$ cat config.mk
export PLATFORM = sky130hd
export DESIGN_NAME = apmc_power_mode
export DESIGN_NICKNAME = d
export VERILOG_FILES = /design/src/verilog/apmc_pkg.sv /design/src/verilog/apmc_power_mode.sv
export VERILOG_INCLUDE_DIRS = /design/src /design/src/verilog
export SDC_FILE = /design/constraint.sdc
export NUM_CORES = 1
export LEC_CHECK = 0
export ABC_AREA = 0
export BUFFER_PORTS_ARGS = -buffer_cell sky130_fd_sc_hd__buf_2
export CORE_AREA = 4 4 110 112
export CTS_CLUSTER_DIAMETER = 100
export DETAILED_ROUTE_END_ITERATION = 8
export DIE_AREA = 0 0 114 116
export MAX_ROUTING_LAYER = met4
export PLACE_DENSITY = 0.66
export SYNTH_ARGS = -nofsm -noshare
export SYNTH_HDL_FRONTEND = slang
export SYNTH_SLANG_ARGS = --single-unit
$ cat constraint.sdc
create_clock -name clock_i -period 2.45 [get_ports clock_i]
set_input_delay 0.3675 -clock clock_i [delete_from_list [all_inputs] [get_ports clock_i]]
set_output_delay 0.3675 -clock clock_i [all_outputs]
set_load 0.1 [all_outputs]
$ cat src/verilog/apmc_params.svh
// Register offsets, field positions, reset values and timing counts
`ifndef APMC_PARAMS_SVH
`define APMC_PARAMS_SVH
`define APMC_OFS_INACT_THRESH 8'h25
`define APMC_OFS_INACT_TIME   8'h26
`define APMC_OFS_RATE_SEL     8'h2c
`define APMC_OFS_POWER_CONTROL    8'h2d
`define APMC_BIT_LOW_POWER    4
`define APMC_BIT_AUTOSLEEP    4
`define APMC_BIT_LINK         5
`define APMC_BIT_MEASURE      3
`define APMC_RST_INACT_THRESH 8'h00
`define APMC_RST_INACT_TIME   8'h00
`define APMC_RST_RATE_SEL     8'h0a
`define APMC_RST_POWER_CONTROL    8'h00
`define APMC_CLK_HZ           25000000
`define APMC_SECOND_NS        1000000000
`define APMC_CLK_PERIOD_NS    40
`define APMC_SECOND_CYCLES    (`APMC_SECOND_NS / `APMC_CLK_PERIOD_NS)
`endif

$ cat src/verilog/apmc_pkg.sv
// Types for the accelerometer power mode control block
package apmc_pkg;
   typedef enum logic [1:0] {
      APMC_STANDBY,
      APMC_MEASURE,
      APMC_SLEEP
   } apmc_mode_t;
endpackage

$ cat src/verilog/apmc_power_mode.sv
// Power mode control: registers, mode machine, rate decode, autosleep timer
`timescale 1ns/1ps
`include "apmc_params.svh"

module apmc_power_mode
   import apmc_pkg::*;
#(
   parameter int SECOND_CYCLES = `APMC_SECOND_CYCLES
) (
   input  wire logic       clock_i,
   input  wire logic       resetn_i,
   input  wire logic       reg_wr_i,
   input  wire logic       reg_rd_i,
   input  wire logic [7:0] reg_addr_i,
   input  wire logic [7:0] reg_wdata_i,
   output logic      [7:0] reg_rdata_o,
   input  wire logic       sample_valid_i,
   input  wire logic [7:0] sample_mag_i,
   output logic      [1:0] mode_o,
   output logic            sense_en_o,
   output logic            fifo_hold_o,
   output logic      [3:0] rate_code_o,
   output logic            low_power_o,
   output logic      [4:0] odr_shift_o,
   output logic            odr_valid_o
);

   // ----------------------------------------------------------------
   // Registers
   // ----------------------------------------------------------------
   logic [7:0]  thresh_reg;
   logic [7:0]  time_reg;
   logic [7:0]  rate_reg;
   logic [7:0]  pctl_reg;
   logic [7:0]  rdata_reg;
   apmc_mode_t  mode_reg;
   apmc_mode_t  mode_next;
   logic [31:0] tick_reg;
   logic [7:0]  secs_reg;

   wire sel_thresh = reg_addr_i == `APMC_OFS_INACT_THRESH;
   wire sel_time   = reg_addr_i == `APMC_OFS_INACT_TIME;
   wire sel_rate   = reg_addr_i == `APMC_OFS_RATE_SEL;
   wire sel_pctl   = reg_addr_i == `APMC_OFS_POWER_CONTROL;

   // Writes taken in every mode
   always_ff @(posedge clock_i or negedge resetn_i) begin
      if (!resetn_i) begin
         thresh_reg <= `APMC_RST_INACT_THRESH;
         time_reg   <= `APMC_RST_INACT_TIME;
         rate_reg   <= `APMC_RST_RATE_SEL;
         pctl_reg   <= `APMC_RST_POWER_CONTROL;
      end else if (reg_wr_i) begin
         if (sel_thresh) thresh_reg <= reg_wdata_i;
         if (sel_time)   time_reg   <= reg_wdata_i;
         if (sel_rate)   rate_reg   <= reg_wdata_i;
         if (sel_pctl)   pctl_reg   <= reg_wdata_i;
      end
   end

   wire [7:0] rdata_next = sel_thresh ? thresh_reg :
                           sel_time   ? time_reg   :
                           sel_rate   ? rate_reg   :
                           sel_pctl   ? pctl_reg   : 8'h00;

   // Read data registered one cycle after the strobe
   always_ff @(posedge clock_i or negedge resetn_i) begin
      if (!resetn_i) begin
         rdata_reg <= 8'h00;
      end else if (reg_rd_i) begin
         rdata_reg <= rdata_next;
      end
   end
   assign reg_rdata_o = rdata_reg;

   // ----------------------------------------------------------------
   // Mode machine
   // ----------------------------------------------------------------
   wire measure_bit = pctl_reg[`APMC_BIT_MEASURE];
   wire armed = pctl_reg[`APMC_BIT_AUTOSLEEP] & pctl_reg[`APMC_BIT_LINK];
   wire active = sample_valid_i & (sample_mag_i >= thresh_reg);
   wire timer_run = (mode_reg == APMC_MEASURE) & armed;
   wire sec_tick = tick_reg == 32'(SECOND_CYCLES - 1);
   wire expired = timer_run & (secs_reg >= time_reg);

   always_comb begin
      mode_next = mode_reg;
      case (mode_reg)
         APMC_STANDBY: if (measure_bit) mode_next = APMC_MEASURE;
         APMC_MEASURE: begin
            if (!measure_bit) mode_next = APMC_STANDBY;
            else if (expired && !active) mode_next = APMC_SLEEP;
         end
         APMC_SLEEP: begin
            if (!measure_bit) mode_next = APMC_STANDBY;
            else if (!armed) mode_next = APMC_MEASURE;
         end
         default: mode_next = APMC_STANDBY;
      endcase
   end

   always_ff @(posedge clock_i or negedge resetn_i) begin
      if (!resetn_i) mode_reg <= APMC_STANDBY;
      else mode_reg <= mode_next;
   end

   // Inactivity timer in whole seconds
   always_ff @(posedge clock_i or negedge resetn_i) begin
      if (!resetn_i) begin
         tick_reg <= 32'h0;
         secs_reg <= 8'h00;
      end else if (!timer_run || active) begin
         tick_reg <= 32'h0;
         secs_reg <= 8'h00;
      end else if (sec_tick) begin
         tick_reg <= 32'h0;
         if (secs_reg != 8'hff) secs_reg <= secs_reg + 8'h01;
      end else begin
         tick_reg <= tick_reg + 32'h1;
      end
   end

   // ----------------------------------------------------------------
   // Outputs
   // ----------------------------------------------------------------
   wire [3:0] code = rate_reg[3:0];
   assign mode_o      = mode_reg;
   assign sense_en_o  = mode_reg == APMC_MEASURE;
   assign fifo_hold_o = mode_reg != APMC_MEASURE;
   assign rate_code_o = code;
   assign low_power_o = rate_reg[`APMC_BIT_LOW_POWER];
   // Output rate is 3200 Hz shifted right by this; bandwidth one more
   assign odr_valid_o = code >= 4'h6;
   assign odr_shift_o = odr_valid_o ? {1'b0, 4'hf - code} : 5'h00;
endmodule

# Word-level counts from Yosys, hierarchy flattened

Index checks and enable logic that the tools add are counted.

Bits in registers: 82
Input port bits: 29
Logic and storage cells: 59

Add/sub/neg operators: 3
Magnitude comparators: 3
Eq/ne operators: 12
Muxes and demuxes: 16
Bitwise logic cells: 4
Reduce and logical (&&, ||, !) cells: 13

Operators by type and width:

| operator                                               | count |
|---|---|
| 2-to-1 mux 32 bit                                      | 2 |
| 2-to-1 mux 8 bit                                       | 7 |
| adder 32 x 1 -> 32 bit (second input constant)         | 1 |
| == test 32 x 25 -> 1 bit (second input constant)       | 1 |
| == test 8 x 6 -> 1 bit (second input constant)         | 4 |
| >= comparator 8 bit                                    | 2 |
| 2-to-1 mux 2 bit                                       | 5 |
| AND reduction 2 bit                                    | 5 |
| adder 8 x 1 -> 8 bit (second input constant)           | 1 |
| inequality test 8 bit (second input constant)          | 1 |
| case mux 2 bit (3 select lines)                        | 1 |
| AND 1 bit                                              | 4 |
| >= comparator 4 x 3 -> 1 bit (second input constant)   | 1 |
| 2-to-1 mux 4 bit                                       | 1 |
| nonzero test 2 bit                                     | 2 |
| subtractor 4 bit (first input constant)                | 1 |
| inequality test 3 x 2 -> 1 bit (second input constant) | 1 |
| inequality test 3 bit (second input constant)          | 1 |
| AND reduction 3 bit                                    | 1 |
| == test 2 x 1 -> 1 bit (second input constant)         | 1 |
| == test 2 bit (second input constant)                  | 1 |
| logical NOT 1 bit                                      | 2 |
| logical NOT 2 bit                                      | 1 |
| inequality test 2 x 1 -> 1 bit (second input constant) | 1 |
| other kinds (3)                                        | 3 |

# Longest topological paths before layout

Gate-level depths: netlist (run 1).

Depth in word-level cells: 7
Gate-level depth with buffers: 9
Mapped depth without buffers: 7

# Worst setup path before layout (run 1)

No wires, ideal clock.

Path type: register to register
Start point: reg mode_reg[0], in the netlist mode_o[0]
End point: reg tick_reg[13]
Setup time: 72 ps
Arrival time: 3768 ps
Data required time: 2378 ps
Setup slack: -1390 ps
Cell stages (with the launch flop): 8
Period minus slack after synthesis: 3840 ps
Cells stage by stage: dfrtp_1 -> nand2_1 -> inv_1 -> nand3_1 -> or4_1 -> clkbuf_1 -> buf_2 -> nor2_1

Longest elaborated chain between the ends: 5

RTL lines:

| element                  | RTL line               | RTL |
|---|---|---|
| start: declaration       | apmc_power_mode.sv:36  | `apmc_mode_t mode_reg;` |
| start signal: assignment | apmc_power_mode.sv:104 | `else mode_reg <= mode_next;` |
| == test 2 x 1 -> 1 bit   | --                     |  |
| net sense_en_o           | apmc_power_mode.sv:20  | `output logic sense_en_o,` |
| AND 1 bit                | apmc_power_mode.sv:82  | `wire timer_run = (mode_reg == APMC_MEASURE) & armed;` |
| logical NOT 1 bit        | apmc_power_mode.sv:112 | `end else if (!timer_run \|\| active) begin` |
| logical OR 1 bit         | apmc_power_mode.sv:112 |  |
| 2-to-1 mux 32 bit        | apmc_power_mode.sv:112 |  |
| end signal: assignment   | apmc_power_mode.sv:119 | `tick_reg <= tick_reg + 32'h1;` |
| end: declaration         | apmc_power_mode.sv:38  | `logic [31:0] tick_reg;` |

The timed path passes the listed nets, and every way through them passes these cells.
A chain may end at the register's enable or synchronous reset.

# Final worst setup path (run 1)

Start point: reg thresh_reg[7]
End point: reg tick_reg[30]

Longest elaborated chain between the ends: 4

RTL lines:

| element                  | RTL line               | RTL |
|---|---|---|
| start: declaration       | apmc_power_mode.sv:31  | `logic [7:0] thresh_reg;` |
| start signal: assignment | apmc_power_mode.sv:49  | `` thresh_reg <= `APMC_RST_INACT_THRESH; `` |
| start signal: assignment | apmc_power_mode.sv:54  | `if (sel_thresh) thresh_reg <= reg_wdata_i;` |
| >= comparator 8 bit      | apmc_power_mode.sv:81  | `wire active = sample_valid_i & (sample_mag_i >= thresh_reg);` |
| AND 1 bit                | apmc_power_mode.sv:81  |  |
| logical OR 1 bit         | apmc_power_mode.sv:112 |  |
| 2-to-1 mux 32 bit        | apmc_power_mode.sv:112 |  |

Every way passes these cells.

==> qor.txt, run 1 <==
Met1 usage -> 0.197
GRT overflow -> 0
GR Util met2 -> 0.258
P_sw -> 0.000844 W
Worst R2R End -> tick_reg[30]
Final setup fails -> 0
Starting Density -> 0.390
Status -> finished clean
Core Region -> 0.0112 sq mm
Largest net degree at the start of global routing -> 49
Slew Limit Headroom -> 0.585
Die Ht -> 116 um
Clock Root Buffer -> clkbuf_16
Drt pass-1 iters -> 4
Dpl hpwl -> 6980 um
Synth unique cells -> 51
Nets -> 529
Critical Path Start Type -> flip-flop
P_int -> 0.00231 W
GR Layer Usage met3 -> 0.0433
PnR Total Power -> 0.00315 W
Synth Flop Type -> dfrtp_1
Worst path depth -> 8
Async SR Flop Fraction -> 1.00
Clock Tree Buf Depth -> 2
Final hold violation count -> 0
DR vias -> 3311
Clock sink total -> 82
R2R cell count -> 8
Port Buffer Count -> 50
Sw Ratio -> 0.268
Worst-Skew Late Latency -> 0.34 ns
Vias per cell -> 5.26
TNS Setup -> 0 ns
Unrepaired setup endpoints after global routing -> false
VDD IR-drop max -> 386 uV
Num rows -> 39
Mean Syn Cell Area -> 10.2 sq um
Cell Area, Synth -> 0.00437 sq mm
TritonCTS clock tree -> built
Number of I/O pins -> 52
Post-synthesis sequential area ratio -> 0.470
Synthesized Nets -> 474
Crit path time final -> 2.25 ns
Crit path max fanout -> 32
Initial antenna violation count -> 0
Critical path class -> reg2reg
Non-filler cells, final -> 630
Critical path launch point -> thresh_reg[7]
Iter 0 DRT Violations -> 159
GPL Wtd Cong -> 0.843
Setup crit end -> tick_reg[30]
Largest register FFs -> 32
H-tree depth -> 3
Final WL -> 9680 um
TritonCTS Buffers -> 9
FF-to-FF Start -> thresh_reg[7]
First-pass GRT wire length -> 16400 um
CP Capture Type -> flip-flop
Leak -> 2.31 nW
Gate Count Post-Synth -> 427
Fin Clk Skew -> 0.00699 ns
WL per Instance -> 15.4 um
Logic pwr share -> 0.116
WP data required -> 2.72 ns
Critical path's top delay family -> simple AND/OR/NAND/NOR gates
MaxCap Viol Count -> 0
Syn. warnings -> 0
Most frequent cells in the layout -> dfrtp_1 (78), nor2_1 (58), buf_2 (49)
Multi-input logic area -> 0.00216 sq mm
Sequential cell area -> 0.00206 sq mm
Die area -> 0.0132 sq mm
Critical path's slowest cell -> or4_4
FF+latch count, synth -> 82
Clock-pin slew on the worst setup and hold paths -> 0.06 ns
Top Usage Layer GRT -> met2
Pwr/cell area -> 611 mW/mm^2
Final core occ -> 0.459
Slew Limit Fails -> 0
Worst hold path type -> in2reg
Worst Hold Depth -> 3
Data arrival time of the worst path -> 2.52 ns
Critical-path cell list -> inv_1 -> ha_1 -> and3_1 -> a221oi_1 -> nor2b_1 -> or4_4 -> buf_12 -> a21oi_1
Clk pwr share -> 0.432
Hold slack -> 0.268 ns
Final ANT Viol Nets -> 0
Crit share post-route -> 0.919
Share of cells above drive strength 1 -> 0.253
Fill count -> 1056
Most common cell after layout, fill and taps aside -> dfrtp_1
Reg-to-reg slack, setup -> 0.20 ns
Post-synth EDFFs -> 0
CP max stage delay -> 0.52 ns
GR Util All Layers -> 0.161
Max frequency -> 444 MHz
Layout area overhead -> 17.9%
DR DRC count -> 0
Flop pwr share -> 0.452
Die W -> 114 um
Vias in the first global route -> 3375
Antenna cells -> 0
Actual slew at the worst max-slew pin -> 0.607 ns
Placed cell count -> 613
CP Buf/Inv Count -> 2
metrics by stage:
stage                     worst slack, ns  cell area [sq um]
after floorplan                    0.0418               4410
after global placement              0.120               4840
after detailed placement           0.0748               4840
after CTS                           0.154               5150
after global routing               0.0318               5150
final                               0.199               5150
Yosys cell counts, drive strengths merged, types with 6 or more instances:
cell type | number | area, sq um
and2 | 7 | 43.8
nor2 | 60 | 230
ha | 18 | 225
mux2i | 7 | 70.1
mux2 | 30 | 338
nor4 | 7 | 71.3
xnor2 | 8 | 70.1
nand2 | 21 | 81.3
nand3 | 18 | 90.1
dfrtp | 80 | 2000
o21ai | 7 | 35.0
xor2 | 22 | 193
nor3 | 6 | 30.0
and3 | 13 | 83.8
inv | 24 | 90.1
a21oi | 19 | 95.1
a221oi | 7 | 61.3
buf | 13 | 82.6
nand4 | 12 | 75.1
worst min-delay path by stage:
stage | to | slack, ns | startpoint
detailed placement | pctl_reg[6] | 0.36 | resetn_i
finish | pctl_reg[3] | 0.27 | reg_wdata_i[3]
floorplan | pctl_reg[0] | 0.07 | resetn_i
CTS | pctl_reg[3] | 0.26 | reg_wdata_i[3]
global placement | reg_rdata_o[6] | 0.35 | resetn_i
global route | pctl_reg[3] | 0.30 | reg_wdata_i[3]
power by group through the flow:
stage / clock [W] / combinational [W] / sequential (W)
6_report: 0.00136 / 0.000364 / 0.00142
3_5_place_dp: 0 / 0.000365 / 0.00145
2_1_floorplan: 0 / 0.000175 / 0.00152
3_3_place_gp: 0 / 0.000359 / 0.00145
5_1_grt: 0.00146 / 0.000391 / 0.00143
4_1_cts: 0.00141 / 0.000368 / 0.00142
cells by family after synthesis:
kind of cell	count (synthesis)	synth area share
AND/OR/NAND/NOR	169	0.206
flip-flops	82	0.470
AO/OA/AOI/OAI	49	0.0750
buffers and inverters	41	0.0429
multiplexers	37	0.0933
XOR/XNOR	30	0.0601
adder cells (fa/ha/maj)	18	0.0515
other	1	0.000858
final cells by class:
cell class / count / area share
repair buffers: 61 / 0.0704
flip-flops and latches: 82 / 0.400
clock buffers: 12 / 0.0478
inverters: 24 / 0.0182
well taps: 143 / 0.0347
multi-input cells: 304 / 0.419
clock inverters: 4 / 0.00996
layer usage:
layer	vias up	wire length, um
met5	-	0
met4	0	151
met3	13	510
met2	77	4540
met1	1602	4480
li1	1619	-
worst reg2reg max path: stages, from the launching register on:
cell and delay [ns]:
dfrtp_1 0.36, inv_1 0.05, ha_1 0.29, and3_1 0.20, a221oi_1 0.30, nor2b_1 0.14, or4_4 0.52, buf_12 0.19
a21oi_1 0.13
repair_timing:
| action | 4_1_cts | 5_1_grt |
|---|---|---|
| gates resized for setup | 0 | 1 |
| hold buffers | 1 | 0 |
| setup endpoints to repair | 0 | 1 |
| hold endpoints to repair | 28 | 0 |
| setup buffers | 0 | 0 |
(Power assumes the default switching activity.)
==> run 2, diff against run 1 <==
==> constraint.sdc (replaced) <==
create_clock -name clock_i -period 2.6 [get_ports clock_i]
set_input_delay 0.39 -clock clock_i [delete_from_list [all_inputs] [get_ports clock_i]]
set_output_delay 0.39 -clock clock_i [all_outputs]
set_load 0.1 [all_outputs]
==> qor.txt, run 2 (synthesis gave the netlist of run 1 again) <==
R2R cell count -> 8
Initial antenna violation count -> 0
Slew Limit Headroom -> 0.478
GR Util All Layers -> 0.153
Antenna cells -> 0
Clock Root Buffer -> clkbuf_16
Clock Tree Buf Depth -> 2
Leak -> 2.32 nW
Worst-Skew Late Latency -> 0.33 ns
Post-CTS Setup Bufs -> 0
Vias per cell -> 5.31
FF-to-FF Start -> thresh_reg[7]
Cts repair resizes -> 0
WL per Instance -> 15.3 um
WP data required -> 2.85 ns
Largest register FFs -> 32
Worst hold path type -> in2async
Share of cells above drive strength 1 -> 0.250
Unrepaired setup endpoints after global routing -> false
Actual slew at the worst max-slew pin -> 0.776 ns
Drt pass-1 iters -> 4
CP Buf/Inv Count -> 2
Final hold violation count -> 0
Port Buffer Count -> 50
Final setup fails -> 0
Crit path max fanout -> 32
Die area -> 0.0132 sq mm
Dpl hpwl -> 6970 um
TritonCTS clock tree -> built
Final core occ -> 0.458
Critical-path cell list -> inv_1 -> ha_1 -> and3_1 -> a221oi_1 -> nor2b_1 -> or4_1 -> buf_12 -> a21oi_1
Most frequent cells in the layout -> dfrtp_1 (78), nor2_1 (58), buf_2 (49)
DR vias -> 3331
Reg-to-reg slack, setup -> 0.28 ns
Design Area, Final -> 0.00514 sq mm
Crit share post-route -> 0.891
CP Capture Type -> flip-flop
Fill count -> 1069
Critical path's slowest cell -> or4_1
Die Ht -> 116 um
Vias in the first global route -> 3204
Hold buffers post-CTS -> 0
Critical path's top delay family -> simple AND/OR/NAND/NOR gates
Crit path time final -> 2.32 ns
TritonCTS Buffers -> 9
Final ANT Viol Nets -> 0
Clock-pin slew on the worst setup and hold paths -> 0.06 ns
CP max stage delay -> 0.54 ns
Nets -> 527
Status -> finished clean
GPL Wtd Cong -> 0.770
Slew Limit Fails -> 0
H-tree depth -> 3
Multi-input logic area -> 0.00214 sq mm
DR DRC count -> 0
Pwr/cell area -> 594 mW/mm^2
Sequential cell area -> 0.00206 sq mm
TNS Setup -> 0 ns
Num rows -> 39
Fin Clk Skew -> 0.00739 ns
Number of I/O pins -> 52
Critical path class -> reg2reg
Starting Density -> 0.390
Layout area overhead -> 17.7%
GRT overflow -> 0
Core Region -> 0.0112 sq mm
Die W -> 114 um
First-pass GRT wire length -> 15800 um
MaxCap Viol Count -> 0
Data arrival time of the worst path -> 2.57 ns
Critical Path Start Type -> flip-flop
Final WL -> 9570 um
Clock sink total -> 82
Worst R2R End -> tick_reg[30]
Placed Instance Area -> 0.00482 sq mm
Most common cell after layout, fill and taps aside -> dfrtp_1
VDD IR-drop max -> 254 uV
Iter 0 DRT Violations -> 236
Largest net degree at the start of global routing -> 50
Max frequency -> 432 MHz
==> run 2: how the worst max path moves through the flow <==
| stage | start | end | slack, ns | depth (start not counted) |
|---|---|---|---|---|
| 2_1_floorplan | mode_o[0] | tick_reg[13] | 0.03 | 7 |
| 3_3_place_gp | sample_mag_i[0] | tick_reg[30] | 0.27 | 9 |
| 3_5_place_dp | sample_mag_i[0] | tick_reg[30] | 0.21 | 9 |
| 4_1_cts | thresh_reg[7] | tick_reg[30] | 0.29 | 8 |
| 5_1_grt | thresh_reg[7] | tick_reg[30] | 0.15 | 8 |
| 6_report | thresh_reg[7] | tick_reg[30] | 0.28 | 8 |
==> run 2: where the power goes <==
part	switching, W	internal [W]
Sequential	0.0000285	0.00131
Clock	0.000515	0.000869
Combinational	0.000251	0.0000824
==> run 2: area by class of cell <==
| type | instances | share of cell area |
|---|---|---|
| clock buffer | 10 | 0.0464 |
| clock inverter | 5 | 0.0168 |
| inverter | 24 | 0.0182 |
| multi-input combinational | 304 | 0.417 |
| sequential | 82 | 0.400 |
| tap | 143 | 0.0348 |
| timing repair buffer | 59 | 0.0671 |
==> run 2: worst register-to-register path, delay by kind of cell, from the launching register on <==
family	cells	cell delay, ns
buffers and inverters	2	0.26
and+or+nand+nor	3	0.87
DFF	1	0.38
AOI/OAI and AO/OA	2	0.45
adders and majority gates	1	0.28
==> run 2: through the flow <==
stage / hold WS (ns) / total power (W) / worst slack [ns] / cells
floorplan: 0.0944 / 0.00160 / 0.0330 / 427
global placement: 0.449 / 0.00169 / 0.266 / 612
detailed placement: 0.463 / 0.00170 / 0.215 / 612
CTS: 0.0991 / 0.00309 / 0.289 / 627
global route: 0.126 / 0.00318 / 0.150 / 627
finish: 0.0812 / 0.00306 / 0.283 / 627
==> run 2: metal layers <==
metal | up-vias | part of all wire | global-route usage
met5 | - | 0 | -
li1 | 1613 | - | -
met1 | 1607 | 0.45 | 0.192
met4 | 0 | 0.017 | 0.0515
met3 | 16 | 0.058 | 0.0345
met2 | 95 | 0.47 | 0.246
==> run 3, diff against run 2 <==
--- a/config.mk
+++ b/config.mk
@@ -13,7 +13,6 @@
 export DETAILED_ROUTE_END_ITERATION = 8
 export DIE_AREA = 0 0 114 116
 export MAX_ROUTING_LAYER = met4
-export PLACE_DENSITY = 0.66
 export SYNTH_ARGS = -nofsm -noshare
 export SYNTH_HDL_FRONTEND = slang
 export SYNTH_SLANG_ARGS = --single-unit
==> qor.txt, run 3 (synthesis gave the netlist of run 1 again) <==
Critical-path cell list -> inv_1 -> ha_1 -> and3_1 -> a221oi_1 -> nor2b_1 -> or4_1 -> buf_12 -> nor2_1
Crit share post-route -> 0.889
WL per Instance -> 15.5 um
Crit path time final -> 2.31 ns
Leak -> 2.28 nW
Slew Limit Fails -> 0
CP max stage delay -> 0.54 ns
Worst-Skew Late Latency -> 0.33 ns
Most common cell after layout, fill and taps aside -> dfrtp_1
Num rows -> 39
Number of I/O pins -> 52
H-tree depth -> 3
DR DRC count -> 0
VDD IR-drop max -> 390 uV
DR vias -> 3273
Actual slew at the worst max-slew pin -> 0.692 ns
Pre-CTS WS -> 0.221 ns
Worst hold path type -> in2async
Largest register FFs -> 32
Critical path's slowest cell -> or4_1
Fill count -> 1101
GPL Wtd Cong -> 0.812
Share of cells above drive strength 1 -> 0.250
Hold slack -> 0.0214 ns
Most frequent cells in the layout -> dfrtp_1 (78), nor2_1 (58), buf_2 (49)
Final setup fails -> 0
Post-CTS Setup Bufs -> 0
Iter 0 DRT Violations -> 195
Hold buffers post-CTS -> 0
Status -> finished clean
Data arrival time of the worst path -> 2.57 ns
Final WL -> 9720 um
TNS Setup -> 0 ns
Die W -> 114 um
Clock-pin slew on the worst setup and hold paths -> 0.06 ns
Fin Clk Skew -> 0.00867 ns
Crit path max fanout -> 32
TritonCTS clock tree -> built
Unrepaired setup endpoints after global routing -> false
Port Buffer Count -> 50
CP Buf/Inv Count -> 2
Largest net degree at the start of global routing -> 48
Final hold violation count -> 0
Nets -> 526
Pwr/cell area -> 560 mW/mm^2
Die Ht -> 116 um
CP Capture Type -> flip-flop
TritonCTS Buffers -> 9
First-pass GRT wire length -> 15900 um
Max frequency -> 433 MHz
Critical path's top delay family -> simple AND/OR/NAND/NOR gates
Drt pass-1 iters -> 4
Final setup margin -> 0.289 ns
MaxCap Viol Count -> 0
Vias in the first global route -> 3195
Slew Limit Headroom -> 0.535
Core Region -> 0.0112 sq mm
Critical path class -> reg2reg
Cts repair resizes -> 0
Final ANT Viol Nets -> 0
Die area -> 0.0132 sq mm
GR Util All Layers -> 0.158
Vias per cell -> 5.22
Starting Density -> 0.390
Clock sink total -> 82
Final core occ -> 0.454
GRT overflow -> 0
Critical Path Start Type -> flip-flop
WP data required -> 2.86 ns
Clock Root Buffer -> clkbuf_16
Clock Tree Buf Depth -> 2
Dpl hpwl -> 7090 um
Antenna cells -> 0
Initial antenna violation count -> 0
Layout area overhead -> 16.5%
## run 3: cell count changes in the layout (fill, tap and decap cells not counted), sizes merged
cell	delta
bufinv	-2
buf	-1
clkbuf	-1
clkinvlp	+3
clkinv	+1
## run 3: metal layers
metal	up-vias	GRT usage	part of all wire
met4	0	0.0459	0.011
met1	1577	0.195	0.46
met3	9	0.0334	0.046
met5	-	-	0
li1	1616	-	-
met2	71	0.263	0.48
## run 3: final cells by class
| cell class | count | area (sq um) | share of cell area |
|---|---|---|---|
| clock inverters | 7 | 53.8 | 0.0106 |
| flip-flops and latches | 82 | 2060 | 0.404 |
| multi-input cells | 304 | 2140 | 0.421 |
| clock buffers | 9 | 225 | 0.0442 |
| inverters | 24 | 93.8 | 0.0184 |
| repair buffers | 58 | 338 | 0.0664 |
| well taps | 143 | 179 | 0.0351 |
## run 3: worst paths after layout
check                               start              to  slack (ns)  cells after the start
max                         thresh_reg[7]    tick_reg[31]        0.29                      8
min                              resetn_i  reg_rdata_o[2]        0.02                      1
max reg2reg                 thresh_reg[7]    tick_reg[31]        0.29                      8
min reg2reg                   tick_reg[0]     tick_reg[0]        0.49                      1
max in group asynchronous        resetn_i    tick_reg[20]        1.95                      2
min in group clock_i       reg_wdata_i[7]   thresh_reg[7]        0.33                      2
## run 3: per-stage QoR
stage,instance area (sq um),instances,power (W)
3_5_place_dp,4810,611,0.00170
3_3_place_gp,4810,611,0.00170
6_report,5090,627,0.00285
4_1_cts,5090,627,0.00289
2_1_floorplan,4390,427,0.00160
5_1_grt,5090,627,0.00297
## run 3: power by group
| part | internal [W] | switching (W) | leakage (nW) | total (W) |
|---|---|---|---|---|
| registers | 0.00131 | 0.0000286 | 1.11 | 0.00134 |
| logic | 0.0000823 | 0.000252 | 1.05 | 0.000334 |
| clock network | 0.000651 | 0.000525 | 0.128 | 0.00118 |
